<file path="src/include/icm_regs.svh">
`ifndef ICM_REGS_SVH
`define ICM_REGS_SVH
// ==========================================
// register offsets on the serial port
`define ICM_SAMPLE_MODE_OFF 8'h09
`define ICM_OFFSET_TRIM_OFF 8'h10
`define ICM_FINE_TRIM_OFF 8'h37
`define ICM_COARSE_TRIM_OFF 8'h38
// ==========================================
// field positions and reset values
`define ICM_INTERLEAVE_BIT 3
`define ICM_SAMPLE_MODE_RST 8'h08
`define ICM_TRIM_RST 8'h00
`endif

</file>
<file path="src/include/icm_pkg.sv">
package icm_pkg;
  // clocking mode of the two cores
  typedef enum logic [1:0] {
    ICM_INTERLEAVED = 2'b00,
    ICM_DUAL_SHARED = 2'b01,
    ICM_DUAL_AUX = 2'b11
  } icm_mode_type;
  // register write request from the serial port
  typedef struct packed {
    logic wr;
    logic [7:0] addr;
    logic [7:0] data;
  } icm_wr_type;
  // per core timing trims
  typedef struct packed {
    logic [3:0] coarse;
    logic [3:0] fine;
  } icm_trim_type;
endpackage

</file>
<file path="src/hdl/icm_sync3.sv">
// three stage synchroniser; change counted when stages two and three agree
module icm_sync3 (
  input wire logic core_clk,
  input wire logic resetn,
  input wire logic async_in,
  output logic sync_out
);
  // ==========================================
  // shift chain
  logic s1_r;
  logic s2_r;
  logic s3_r;
  always_ff @(posedge core_clk or negedge resetn) begin
    if (!resetn) begin
      s1_r <= 1'b0;
      s2_r <= 1'b0;
      s3_r <= 1'b0;
      sync_out <= 1'b0;
    end else begin
      s1_r <= async_in;
      s2_r <= s1_r;
      s3_r <= s2_r;
      // hold until two late stages agree
      if (s2_r == s3_r) begin
        sync_out <= s3_r;
      end
    end
  end
endmodule

</file>
<file path="src/hdl/icm_clock_mode.sv">
`include "icm_regs.svh"
// ==========================================
// Overview of operation
// - reset comes up interleaved, one channel
// - full clock split into two opposite phases
// - fine and coarse trims in separate registers
// - simultaneous plus select high uses aux clock
// - aux phase 0/180; data realigned to pair
// - simultaneous, select low: both cores share clock
// - aux mode bypasses internal delay trims
// - channel offset correction register
// - output disable high floats both buses
module icm_clock_mode #(
  parameter int DATA_W = 8
) (
  input wire logic core_clk,
  input wire logic resetn,
  input wire icm_pkg::icm_wr_type reg_wr,
  input wire logic [7:0] reg_rd_addr,
  output logic [7:0] reg_rd_data,
  input wire logic second_clock_select,
  input wire logic output_disable_n_pin,
  input wire logic aux_clk_level,
  input wire logic [DATA_W-1:0] core_a_data,
  input wire logic [DATA_W-1:0] core_b_data,
  output logic core_a_clk_en,
  output logic core_b_clk_en,
  output logic core_b_from_aux,
  output logic trim_bypass,
  output icm_pkg::icm_trim_type trim_a,
  output icm_pkg::icm_trim_type trim_b,
  output logic [7:0] offset_trim,
  output icm_pkg::icm_mode_type mode,
  output logic [DATA_W-1:0] out_a_data,
  output logic [DATA_W-1:0] out_b_data,
  output logic out_valid,
  output logic out_oe
);
  // ==========================================
  // elaboration check
  if (DATA_W < 1 || DATA_W > 16) begin : g_bad_width
    $error("DATA_W out of range");
  end

  // ==========================================
  // registers
  logic [7:0] sample_mode_r; // sample mode config
  logic [7:0] offset_r; // channel offset trim
  logic [7:0] fine_r; // fine delay trim, a low b high
  logic [7:0] coarse_r; // coarse delay trim, a low b high

  // register writes
  always_ff @(posedge core_clk or negedge resetn) begin
    if (!resetn) begin
      sample_mode_r <= `ICM_SAMPLE_MODE_RST; // interleave on
      offset_r <= `ICM_TRIM_RST;
      fine_r <= `ICM_TRIM_RST;
      coarse_r <= `ICM_TRIM_RST;
    end else if (reg_wr.wr) begin
      unique case (reg_wr.addr)
        `ICM_SAMPLE_MODE_OFF: sample_mode_r <= reg_wr.data;
        `ICM_OFFSET_TRIM_OFF: offset_r <= reg_wr.data;
        `ICM_FINE_TRIM_OFF: fine_r <= reg_wr.data;
        `ICM_COARSE_TRIM_OFF: coarse_r <= reg_wr.data;
        default: ;
      endcase
    end
  end

  // register readback
  always_ff @(posedge core_clk or negedge resetn) begin
    if (!resetn) begin
      reg_rd_data <= 8'h00;
    end else begin
      unique case (reg_rd_addr)
        `ICM_SAMPLE_MODE_OFF: reg_rd_data <= sample_mode_r;
        `ICM_OFFSET_TRIM_OFF: reg_rd_data <= offset_r;
        `ICM_FINE_TRIM_OFF: reg_rd_data <= fine_r;
        `ICM_COARSE_TRIM_OFF: reg_rd_data <= coarse_r;
        default: reg_rd_data <= 8'h00;
      endcase
    end
  end

  // ==========================================
  // pin synchronisers
  logic aux_sel_s; // synced select pin
  logic oe_n_s; // synced output disable
  icm_sync3 u_sync_sel (
    .core_clk(core_clk),
    .resetn(resetn),
    .async_in(second_clock_select),
    .sync_out(aux_sel_s)
  );
  icm_sync3 u_sync_oe (
    .core_clk(core_clk),
    .resetn(resetn),
    .async_in(output_disable_n_pin),
    .sync_out(oe_n_s)
  );

  // ==========================================
  // mode decode
  icm_pkg::icm_mode_type mode_nxt;
  always_comb begin
    if (sample_mode_r[`ICM_INTERLEAVE_BIT]) begin
      mode_nxt = icm_pkg::ICM_INTERLEAVED;
    end else if (aux_sel_s) begin
      mode_nxt = icm_pkg::ICM_DUAL_AUX;
    end else begin
      mode_nxt = icm_pkg::ICM_DUAL_SHARED;
    end
  end

  // mode register
  always_ff @(posedge core_clk or negedge resetn) begin
    if (!resetn) begin
      mode <= icm_pkg::ICM_INTERLEAVED;
    end else begin
      mode <= mode_nxt;
    end
  end

  // ==========================================
  // half rate phase toggle
  logic phase_r;
  always_ff @(posedge core_clk or negedge resetn) begin
    if (!resetn) begin
      phase_r <= 1'b0;
    end else begin
      phase_r <= ~phase_r; // divide by two
    end
  end

  // aux clock level capture, phase relation kept by source
  logic aux_q_r;
  always_ff @(posedge core_clk or negedge resetn) begin
    if (!resetn) begin
      aux_q_r <= 1'b0;
    end else begin
      aux_q_r <= aux_clk_level;
    end
  end

  // ==========================================
  // core clock steering
  always_ff @(posedge core_clk or negedge resetn) begin
    if (!resetn) begin
      core_a_clk_en <= 1'b0;
      core_b_clk_en <= 1'b0;
      core_b_from_aux <= 1'b0;
      trim_bypass <= 1'b0;
    end else begin
      unique case (mode_nxt)
        icm_pkg::ICM_INTERLEAVED: begin
          core_a_clk_en <= ~phase_r; // opposite phases
          core_b_clk_en <= phase_r;
          core_b_from_aux <= 1'b0;
          trim_bypass <= 1'b0;
        end
        icm_pkg::ICM_DUAL_SHARED: begin
          core_a_clk_en <= 1'b1; // same instant
          core_b_clk_en <= 1'b1;
          core_b_from_aux <= 1'b0;
          trim_bypass <= 1'b1;
        end
        icm_pkg::ICM_DUAL_AUX: begin
          core_a_clk_en <= ~phase_r; // half rate each
          core_b_clk_en <= aux_q_r;
          core_b_from_aux <= 1'b1;
          trim_bypass <= 1'b1;
        end
        default: begin
          core_a_clk_en <= 1'b0;
          core_b_clk_en <= 1'b0;
          core_b_from_aux <= 1'b0;
          trim_bypass <= 1'b1;
        end
      endcase
    end
  end

  // ==========================================
  // delay trims to delay lines, zeroed on bypass; offset trim always copied through
  always_ff @(posedge core_clk or negedge resetn) begin
    if (!resetn) begin
      trim_a <= '0;
      trim_b <= '0;
      offset_trim <= 8'h00;
    end else begin
      offset_trim <= offset_r;
      if (mode_nxt == icm_pkg::ICM_INTERLEAVED) begin
        trim_a <= {coarse_r[3:0], fine_r[3:0]};
        trim_b <= {coarse_r[7:4], fine_r[7:4]};
      end else begin
        trim_a <= '0;
        trim_b <= '0;
      end
    end
  end

  // ==========================================
  // output alignment
  logic [DATA_W-1:0] hold_a_r; // core a sample awaiting partner
  always_ff @(posedge core_clk or negedge resetn) begin
    if (!resetn) begin
      hold_a_r <= '0;
      out_a_data <= '0;
      out_b_data <= '0;
      out_valid <= 1'b0;
    end else begin
      if (core_a_clk_en) begin
        hold_a_r <= core_a_data;
      end
      if (mode == icm_pkg::ICM_INTERLEAVED) begin
        // a then b alternation in time order
        out_valid <= 1'b1;
        out_a_data <= phase_r ? core_b_data : core_a_data;
        out_b_data <= phase_r ? hold_a_r : core_b_data;
      end else if (mode == icm_pkg::ICM_DUAL_AUX) begin
        // pair both cores per half-rate slot
        out_valid <= core_b_clk_en;
        out_a_data <= hold_a_r;
        out_b_data <= core_b_data;
      end else begin
        out_valid <= 1'b1;
        out_a_data <= core_a_data;
        out_b_data <= core_b_data;
      end
    end
  end

  // ==========================================
  // output enable, disable pin active high floats buses
  always_ff @(posedge core_clk or negedge resetn) begin
    if (!resetn) begin
      out_oe <= 1'b0;
    end else begin
      out_oe <= ~oe_n_s;
    end
  end
endmodule

</file>
<file path="config.mk">
export PLATFORM = sky130hd
export DESIGN_NAME = icm_clock_mode
export DESIGN_NICKNAME = d
export VERILOG_FILES = /design/src/include/icm_pkg.sv /design/src/hdl/icm_sync3.sv /design/src/hdl/icm_clock_mode.sv
export VERILOG_INCLUDE_DIRS = /design/src /design/src/include
export SDC_FILE = /design/constraint.sdc
export NUM_CORES = 1
export LEC_CHECK = 0
export BUFFER_PORTS_ARGS = -buffer_cell sky130_fd_sc_hd__buf_2
export CAP_MARGIN = 40
export CORE_MARGIN = 1.5
export CORE_UTILIZATION = 45
export CTS_BUF_LIST = sky130_fd_sc_hd__clkbuf_4 sky130_fd_sc_hd__clkbuf_8
export DETAILED_ROUTE_END_ITERATION = 12
export PLACE_DENSITY = 0.69
export RECOVER_POWER = 50
export SLEW_MARGIN = 20
export SYNTH_ARGS = -nofsm -noshare
export SYNTH_HDL_FRONTEND = slang
export SYNTH_SLANG_ARGS = --single-unit
</file>
<file path="constraint.sdc">
create_clock -name core_clk -period 3.55 [get_ports core_clk]
set_input_delay 0 -clock core_clk [delete_from_list [all_inputs] [get_ports core_clk]]
set_output_delay 0 -clock core_clk [all_outputs]
set_load 0.05 [all_outputs]
</file>
# Word level (Yosys, flattened, before mapping)
# Index checks and enable logic that the tools add are counted.
[word_totals] regBits=106 inputBits=46 output_inout_bits=56 wordCells=68
[classes] eq_ne=13 mux=16 n_bitwise=2 n_reduce_logical=7
[ops] operator="8-bit two-way mux" count=7
[ops] operator="8-bit by 6-bit == test with 1-bit output (second input constant)" count=4
[ops] operator="8-bit one-hot mux with 4 select lines" count=1
[ops] operator="8-bit by 4-bit == test with 1-bit output (second input constant)" count=2
[ops] operator="8-bit by 5-bit == test with 1-bit output (second input constant)" count=2
[ops] operator="2-bit AND reduction" count=4
[ops] operator="2-bit == test (second input constant)" count=2
[ops] operator="2-bit logical NOT" count=2
[ops] operator="1-bit two-way mux" count=4
[ops] operator="2-bit two-way mux" count=2
[ops] operator="1-bit one-hot mux with 3 select lines" count=1
[ops] operator="1-bit == test" count=2
[ops] operator="2-bit by 1-bit == test with 1-bit output (second input constant)" count=1
[ops] operator="1-bit inverter" count=2
[ops] operator="1-bit one-hot mux with 2 select lines" count=1
[ops] operator="2-bit OR reduction" count=1

# Depth between registers and ports, before layout
[depth] word_depth=5 depth_mapped=4 mapped_depth_nobuf=3

# Modules after synthesis
# A second synthesis with hierarchy kept.
[hier_totals] hier_cells=278 area_unflattened_um2=4048.9
[by_module_without_submodules] module="icm_clock_mode" n_inst=1 cells_each=268 area_each_um2=3826.2 seq_area_each_um2=2428.6
[by_module_without_submodules] module="icm_sync3" n_inst=2 cells_each=5 area_each_um2=111.4 seq_area_each_um2=100.1

# Least setup slack after synthesis
# Ideal clock, no wire load.
[synth_path] kind="register to register" from="reg mode[0]" to="reg out_b_data[0]" setup_ns=0.125 arrival_ns=1.622 required_ns=3.425 setup_slack_ns=1.803 path_stages_with_launch=4 n_path_buf=1 period_less_slack_ns=1.747 cell_sequence="dfrtp_1 > clkbuf_1 > nor3_2 > mux2_2"
[synth_between] elab_chain_cells=2
[synth_rtl] item="start: declaration" line="icm_clock_mode.sv:33" rtl="output icm_pkg::icm_mode_type mode,"
[synth_rtl] item="start signal: assignment" line="icm_clock_mode.sv:118" rtl="mode <= icm_pkg::ICM_INTERLEAVED;"
[synth_rtl] item="start signal: assignment" line="icm_clock_mode.sv:120" rtl="mode <= mode_nxt;"
[synth_rtl] item="2-bit logical NOT" line="icm_clock_mode.sv:215" rtl="if (mode == icm_pkg::ICM_INTERLEAVED) begin"
[synth_rtl] item="8-bit two-way mux" line="icm_clock_mode.sv:215"
[synth_rtl] item="end signal: assignment" line="icm_clock_mode.sv:219" rtl="out_b_data <= phase_r ? hold_a_r : core_b_data;"
[synth_rtl] item="end signal: assignment" line="icm_clock_mode.sv:224" rtl="out_b_data <= core_b_data;"
[synth_rtl] item="end signal: assignment" line="icm_clock_mode.sv:228" rtl="out_b_data <= core_b_data;"
[synth_rtl] item="end: declaration" line="icm_clock_mode.sv:35" rtl="output logic [DATA_W-1:0] out_b_data,"
# No other way between the ends.
# A chain may end at the register's enable or synchronous reset.

==> results.md <==
Outcome:
- The run finished, with violations left.
- The final reports fail on design-rule violations, max-capacitance violations, max-slew violations.

Drt:
- The first-pass iteration count of the detailed router is 10.
- The routed wirelength normalized by instance count is 16.3 um.
- Once detail routing completed, the nets flagged for antenna violations numbered 0.
- The detailed-route wire length on metal 1 is about 4.0 mm.
- The first routing iteration left 127 violations.
- Wires add up to 8.51 mm.
- The met3 wire length is 464 um.
- The remaining routing DRC violations is 8.
- The mean number of vias per cell is 5.13.
- Summing over every cut layer, the via total after detailed routing is 2672.
- The routed design uses 3.98 mm of met2 wire.
- Signal routing reaches up to met4.

Global routing:
- The total routing usage reported by global routing is 0.184.
- The via count of the first global-routing pass is 2715.
- The aggregate global routing overflow is 0.
- Entering global routing, the biggest net connects 49 pins.
- The first global-routing pass estimated 13.8 mm of wire.
- The number of antenna violations at the first check in global routing is 0.

Power:
- In this run the power spent charging and discharging nets is between 600 and 700 uW.
- The internal power of the cells is 1690 uW.
- In this run the power density over the cells is 450 nW/um^2.
- Of the total power, the share spent switching nets is 0.272.
- The proportion of power drawn by flip-flops and latches is 0.558.
- The share of total power dissipated in combinational logic is 0.130.
- The share of total power dissipated in the clock network is 0.312.
- The analysis attributes to cell leakage a power of 0.00245 uW.
- The worst-case IR drop observed on VDD is between 0.2 and 0.25 mV.

Min path:
- The path class of the tightest hold or removal check is primary input to register.

STA:
- The remaining max-slew budget at the tightest pin is -0.547.
- The max-slew violation count is 42.
- For the final routed database, the setup TNS stands at 0 ps.
- Setup repair after global routing left no endpoint under its margin.
- The time the worst path needs with I/O delays and setup is approximately 2300 ps.
- Dividing the final minimum period by the clock period gives 0.644.
- The number of endpoints with negative hold slack in the final report is 0.
- The slew of the pin with the lowest slew margin is 2320 ps.
- For this run, the top clock speed supported by timing is roughly 0.44 GHz.
- Setup violations remaining at the end of the flow were counted as 0.
- The worst clock skew is 14.7 ps.

Cells and area:
- Relative to the synthesized area, the layout overhead comes to 25.7%.
- Fill cells in the final layout number between 700 and 800.
- The antenna diode count is 0.
- In the final layout, the multi-input gates occupy approximately 1400 um^2.
- The final-stage net count is about 450.
- In the final layout, flip-flops and latches occupy 2630 um^2.
- The proportion of layout cells with a drive suffix above 1 is 0.397.
- The finished cells cover 5170 um^2.

Worst setup path:
- For flop-to-flop paths, the worst setup slack is 1680 ps.
- At the worst endpoint, the required time is 4100 ps.
- The maximum net fanout on the critical path is 48.
- The classification of the worst setup path is primary input to asynchronous set/reset pin.
- STA classifies the critical path startpoint as a primary input.
- At the worst endpoint, the arrival time is between 2000 and 3000 ps.
- The kind of end point of the critical path is an asynchronous set/reset pin.

Synthesis:
- Of the post-synthesis cell area, the dominant cell type holds 0.633.
- The synthesized netlist cell count is 279.
- The net count after synthesis is 325.
- After synthesis, the cell types taking the most area are dfrtp_1 63%, mux2_2 13%, mux2_4 2.9%.
- In this run, synthesis inferred 0 flip-flops with an integrated enable.
- During synthesis, Yosys emitted a total of 0 warnings.
- The most used flip-flop cell after synthesis is dfrtp_1.
- After synthesis the cells add up to about 4000 um^2.
- The flop and latch count out of synthesis is 105.
- After synthesis, the netlist uses 31 different library cells.
- The share of async-settable or async-resettable flops after synthesis is 1.00.
- The average instance in the mapped netlist occupies 14.7 um^2.
- The cell type with the highest aggregate area in the netlist is dfrtp_1.
- The sequential element share of the synthesized area is 0.639.

Clocking:
- The CTS clock-pin slew for the worst setup and hold paths is 100 ps.
- The count of cells resized by post-cts repair is 0.
- The source-to-sink clock delay at the later pin of the worst-skew pair is between 300 and 400 ps.
- Counting the buffers created by CTS gives 9.
- No sink is reached through more buffers than the 2 on the longest clock path.
- CTS placed an instance of clkbuf_8 at the clock tree root.
- The number of levels the H-tree was split into is 3.
- Post-CTS timing repair inserted 0 buffers for setup.
- The count of clock tree sinks is 105.
- TritonCTS built the clock tree.
- Buffers inserted to repair hold after CTS numbered 28.

Placement:
- Once detailed placement completed, the half-perimeter wirelength came to around 5.5 mm.
- The final weighted congestion in routability-driven placement is 0.749.
- The count of buffers added on input and output ports is 101.
- The placed cell area is 4730 um^2.

Run:
- The tool flagged a number of max-cap violations equal to 1.

Floorplanning:
- The die outline area is 9720 um^2.
- The die is 98.6 um tall.
- The starting density of the core is 0.467.
- The floorplan step defined a core boundary enclosing 8810 um^2.
- From left edge to right edge, the die measures 98.6 um.
- In this run the core area contains 34 standard-cell rows.
- During I/O placement, the number of pins put on the boundary was about 100.
==> state kept, by name, summed over array words and instances, names as in the netlist, 8 cells and up <==
name	cells
out_a_data	8
offset_trim	8
out_b_data	8
reg_rd_data	8
offset_r	8
trim_a	8
trim_b	8
hold_a_r	8
sample_mode_r	8
fine_r	8
coarse_r	8
==> power by group through the flow <==
stage | clock network, uW | logic, uW | registers (uW)
floorplan | 0 | 92.4 | 1400
global placement | 0 | 275 | 1320
detailed placement | 0 | 283 | 1320
CTS | 750 | 308 | 1300
global route | 791 | 325 | 1310
finish | 725 | 302 | 1300
==> cell usage after synthesis, drive strengths merged, types with 3 or more instances <==
library cell	n
dfrtp	104
mux2	56
and2	16
clkbuf	10
nand2	10
o21ai	9
a211oi	8
a221o	8
mux2i	8
nand3	8
or3b	8
inv	6
buf	4
or4	4
nor4	3
==> per-layer routing <==
metal | up-vias | GRT usage
li1 | 1251 | -
met1 | 1323 | 0.263
met2 | 90 | 0.284
met3 | 8 | 0.0319
met4 | 0 | 0.0725
met5 | - | 0
==> kinds of logic (layout without fill, tap and decap cells) <==
kind of cell             Yosys count  after routing  share of synthesized area
buffers and inverters             20            154                     0.0216
AND/OR/NAND/NOR                   62             62                      0.107
AO/OA/AOI/OAI                     26             26                     0.0469
adder cells (fa/ha/maj)            2              2                    0.00487
multiplexers                      64             64                      0.180
flip-flops                       105            105                      0.639
==> stage by stage <==
stage	util	hold slack (ps)	setup slack (ps)	instances	total power [uW]
2_1_floorplan	-	-296	1800	279	1490
3_3_place_gp	0.533	114	1590	475	1590
3_5_place_dp	0.537	36.1	1680	477	1600
4_1_cts	0.591	98.6	1660	521	2350
5_1_grt	0.587	108	777	521	2420
6_report	0.587	113	1260	521	2320
==> cell type report <==
| cell class | instances | share of cell area |
|---|---|---|
| clock inverters | 7 | 0.0133 |
| inverters | 6 | 0.00436 |
| well taps | 108 | 0.0262 |
| flip-flops and latches | 105 | 0.509 |
| repair buffers | 132 | 0.154 |
| multi-input cells | 154 | 0.270 |
| clock buffers | 9 | 0.0240 |
==> worst paths after layout <==
path,startpoint,to,cells after the start
hold / removal,reg_wr[12],sample_mode_r[7],3
max in group core_clk,core_b_from_aux,out_b_data[3],2
min in group asynchronous,resetn,trim_b[5],2
setup reg to reg,core_b_from_aux,out_b_data[3],2
setup / recovery,resetn,out_b_data[0],4
hold reg to reg,u_sync_sel.s1_r,u_sync_sel.s2_r,0
==> placed cells by master (no fill, tap or decap), drive strengths merged, types with 3 or more instances in the layout <==
| cell | netlist | final |
|---|---|---|
| a211oi | 8 | 8 |
| a221o | 8 | 8 |
| and2 | 16 | 16 |
| buf | 4 | 76 |
| clkbuf | 10 | 37 |
| clkinv | 0 | 3 |
| dfrtp | 104 | 104 |
| dlygate4sd3 | 0 | 28 |
| inv | 6 | 7 |
| mux2 | 56 | 56 |
| mux2i | 8 | 8 |
| nand2 | 10 | 10 |
| nand3 | 8 | 8 |
| nor4 | 3 | 3 |
| o21ai | 9 | 9 |
| or3b | 8 | 8 |
| or4 | 4 | 4 |
==> critical path: stages <==
cell,delay (ps)
dlygate4sd3_1,530
clkbuf_1,1650
buf_16,310
buf_4,310
Note: power is estimated with default switching activity, not from simulation.
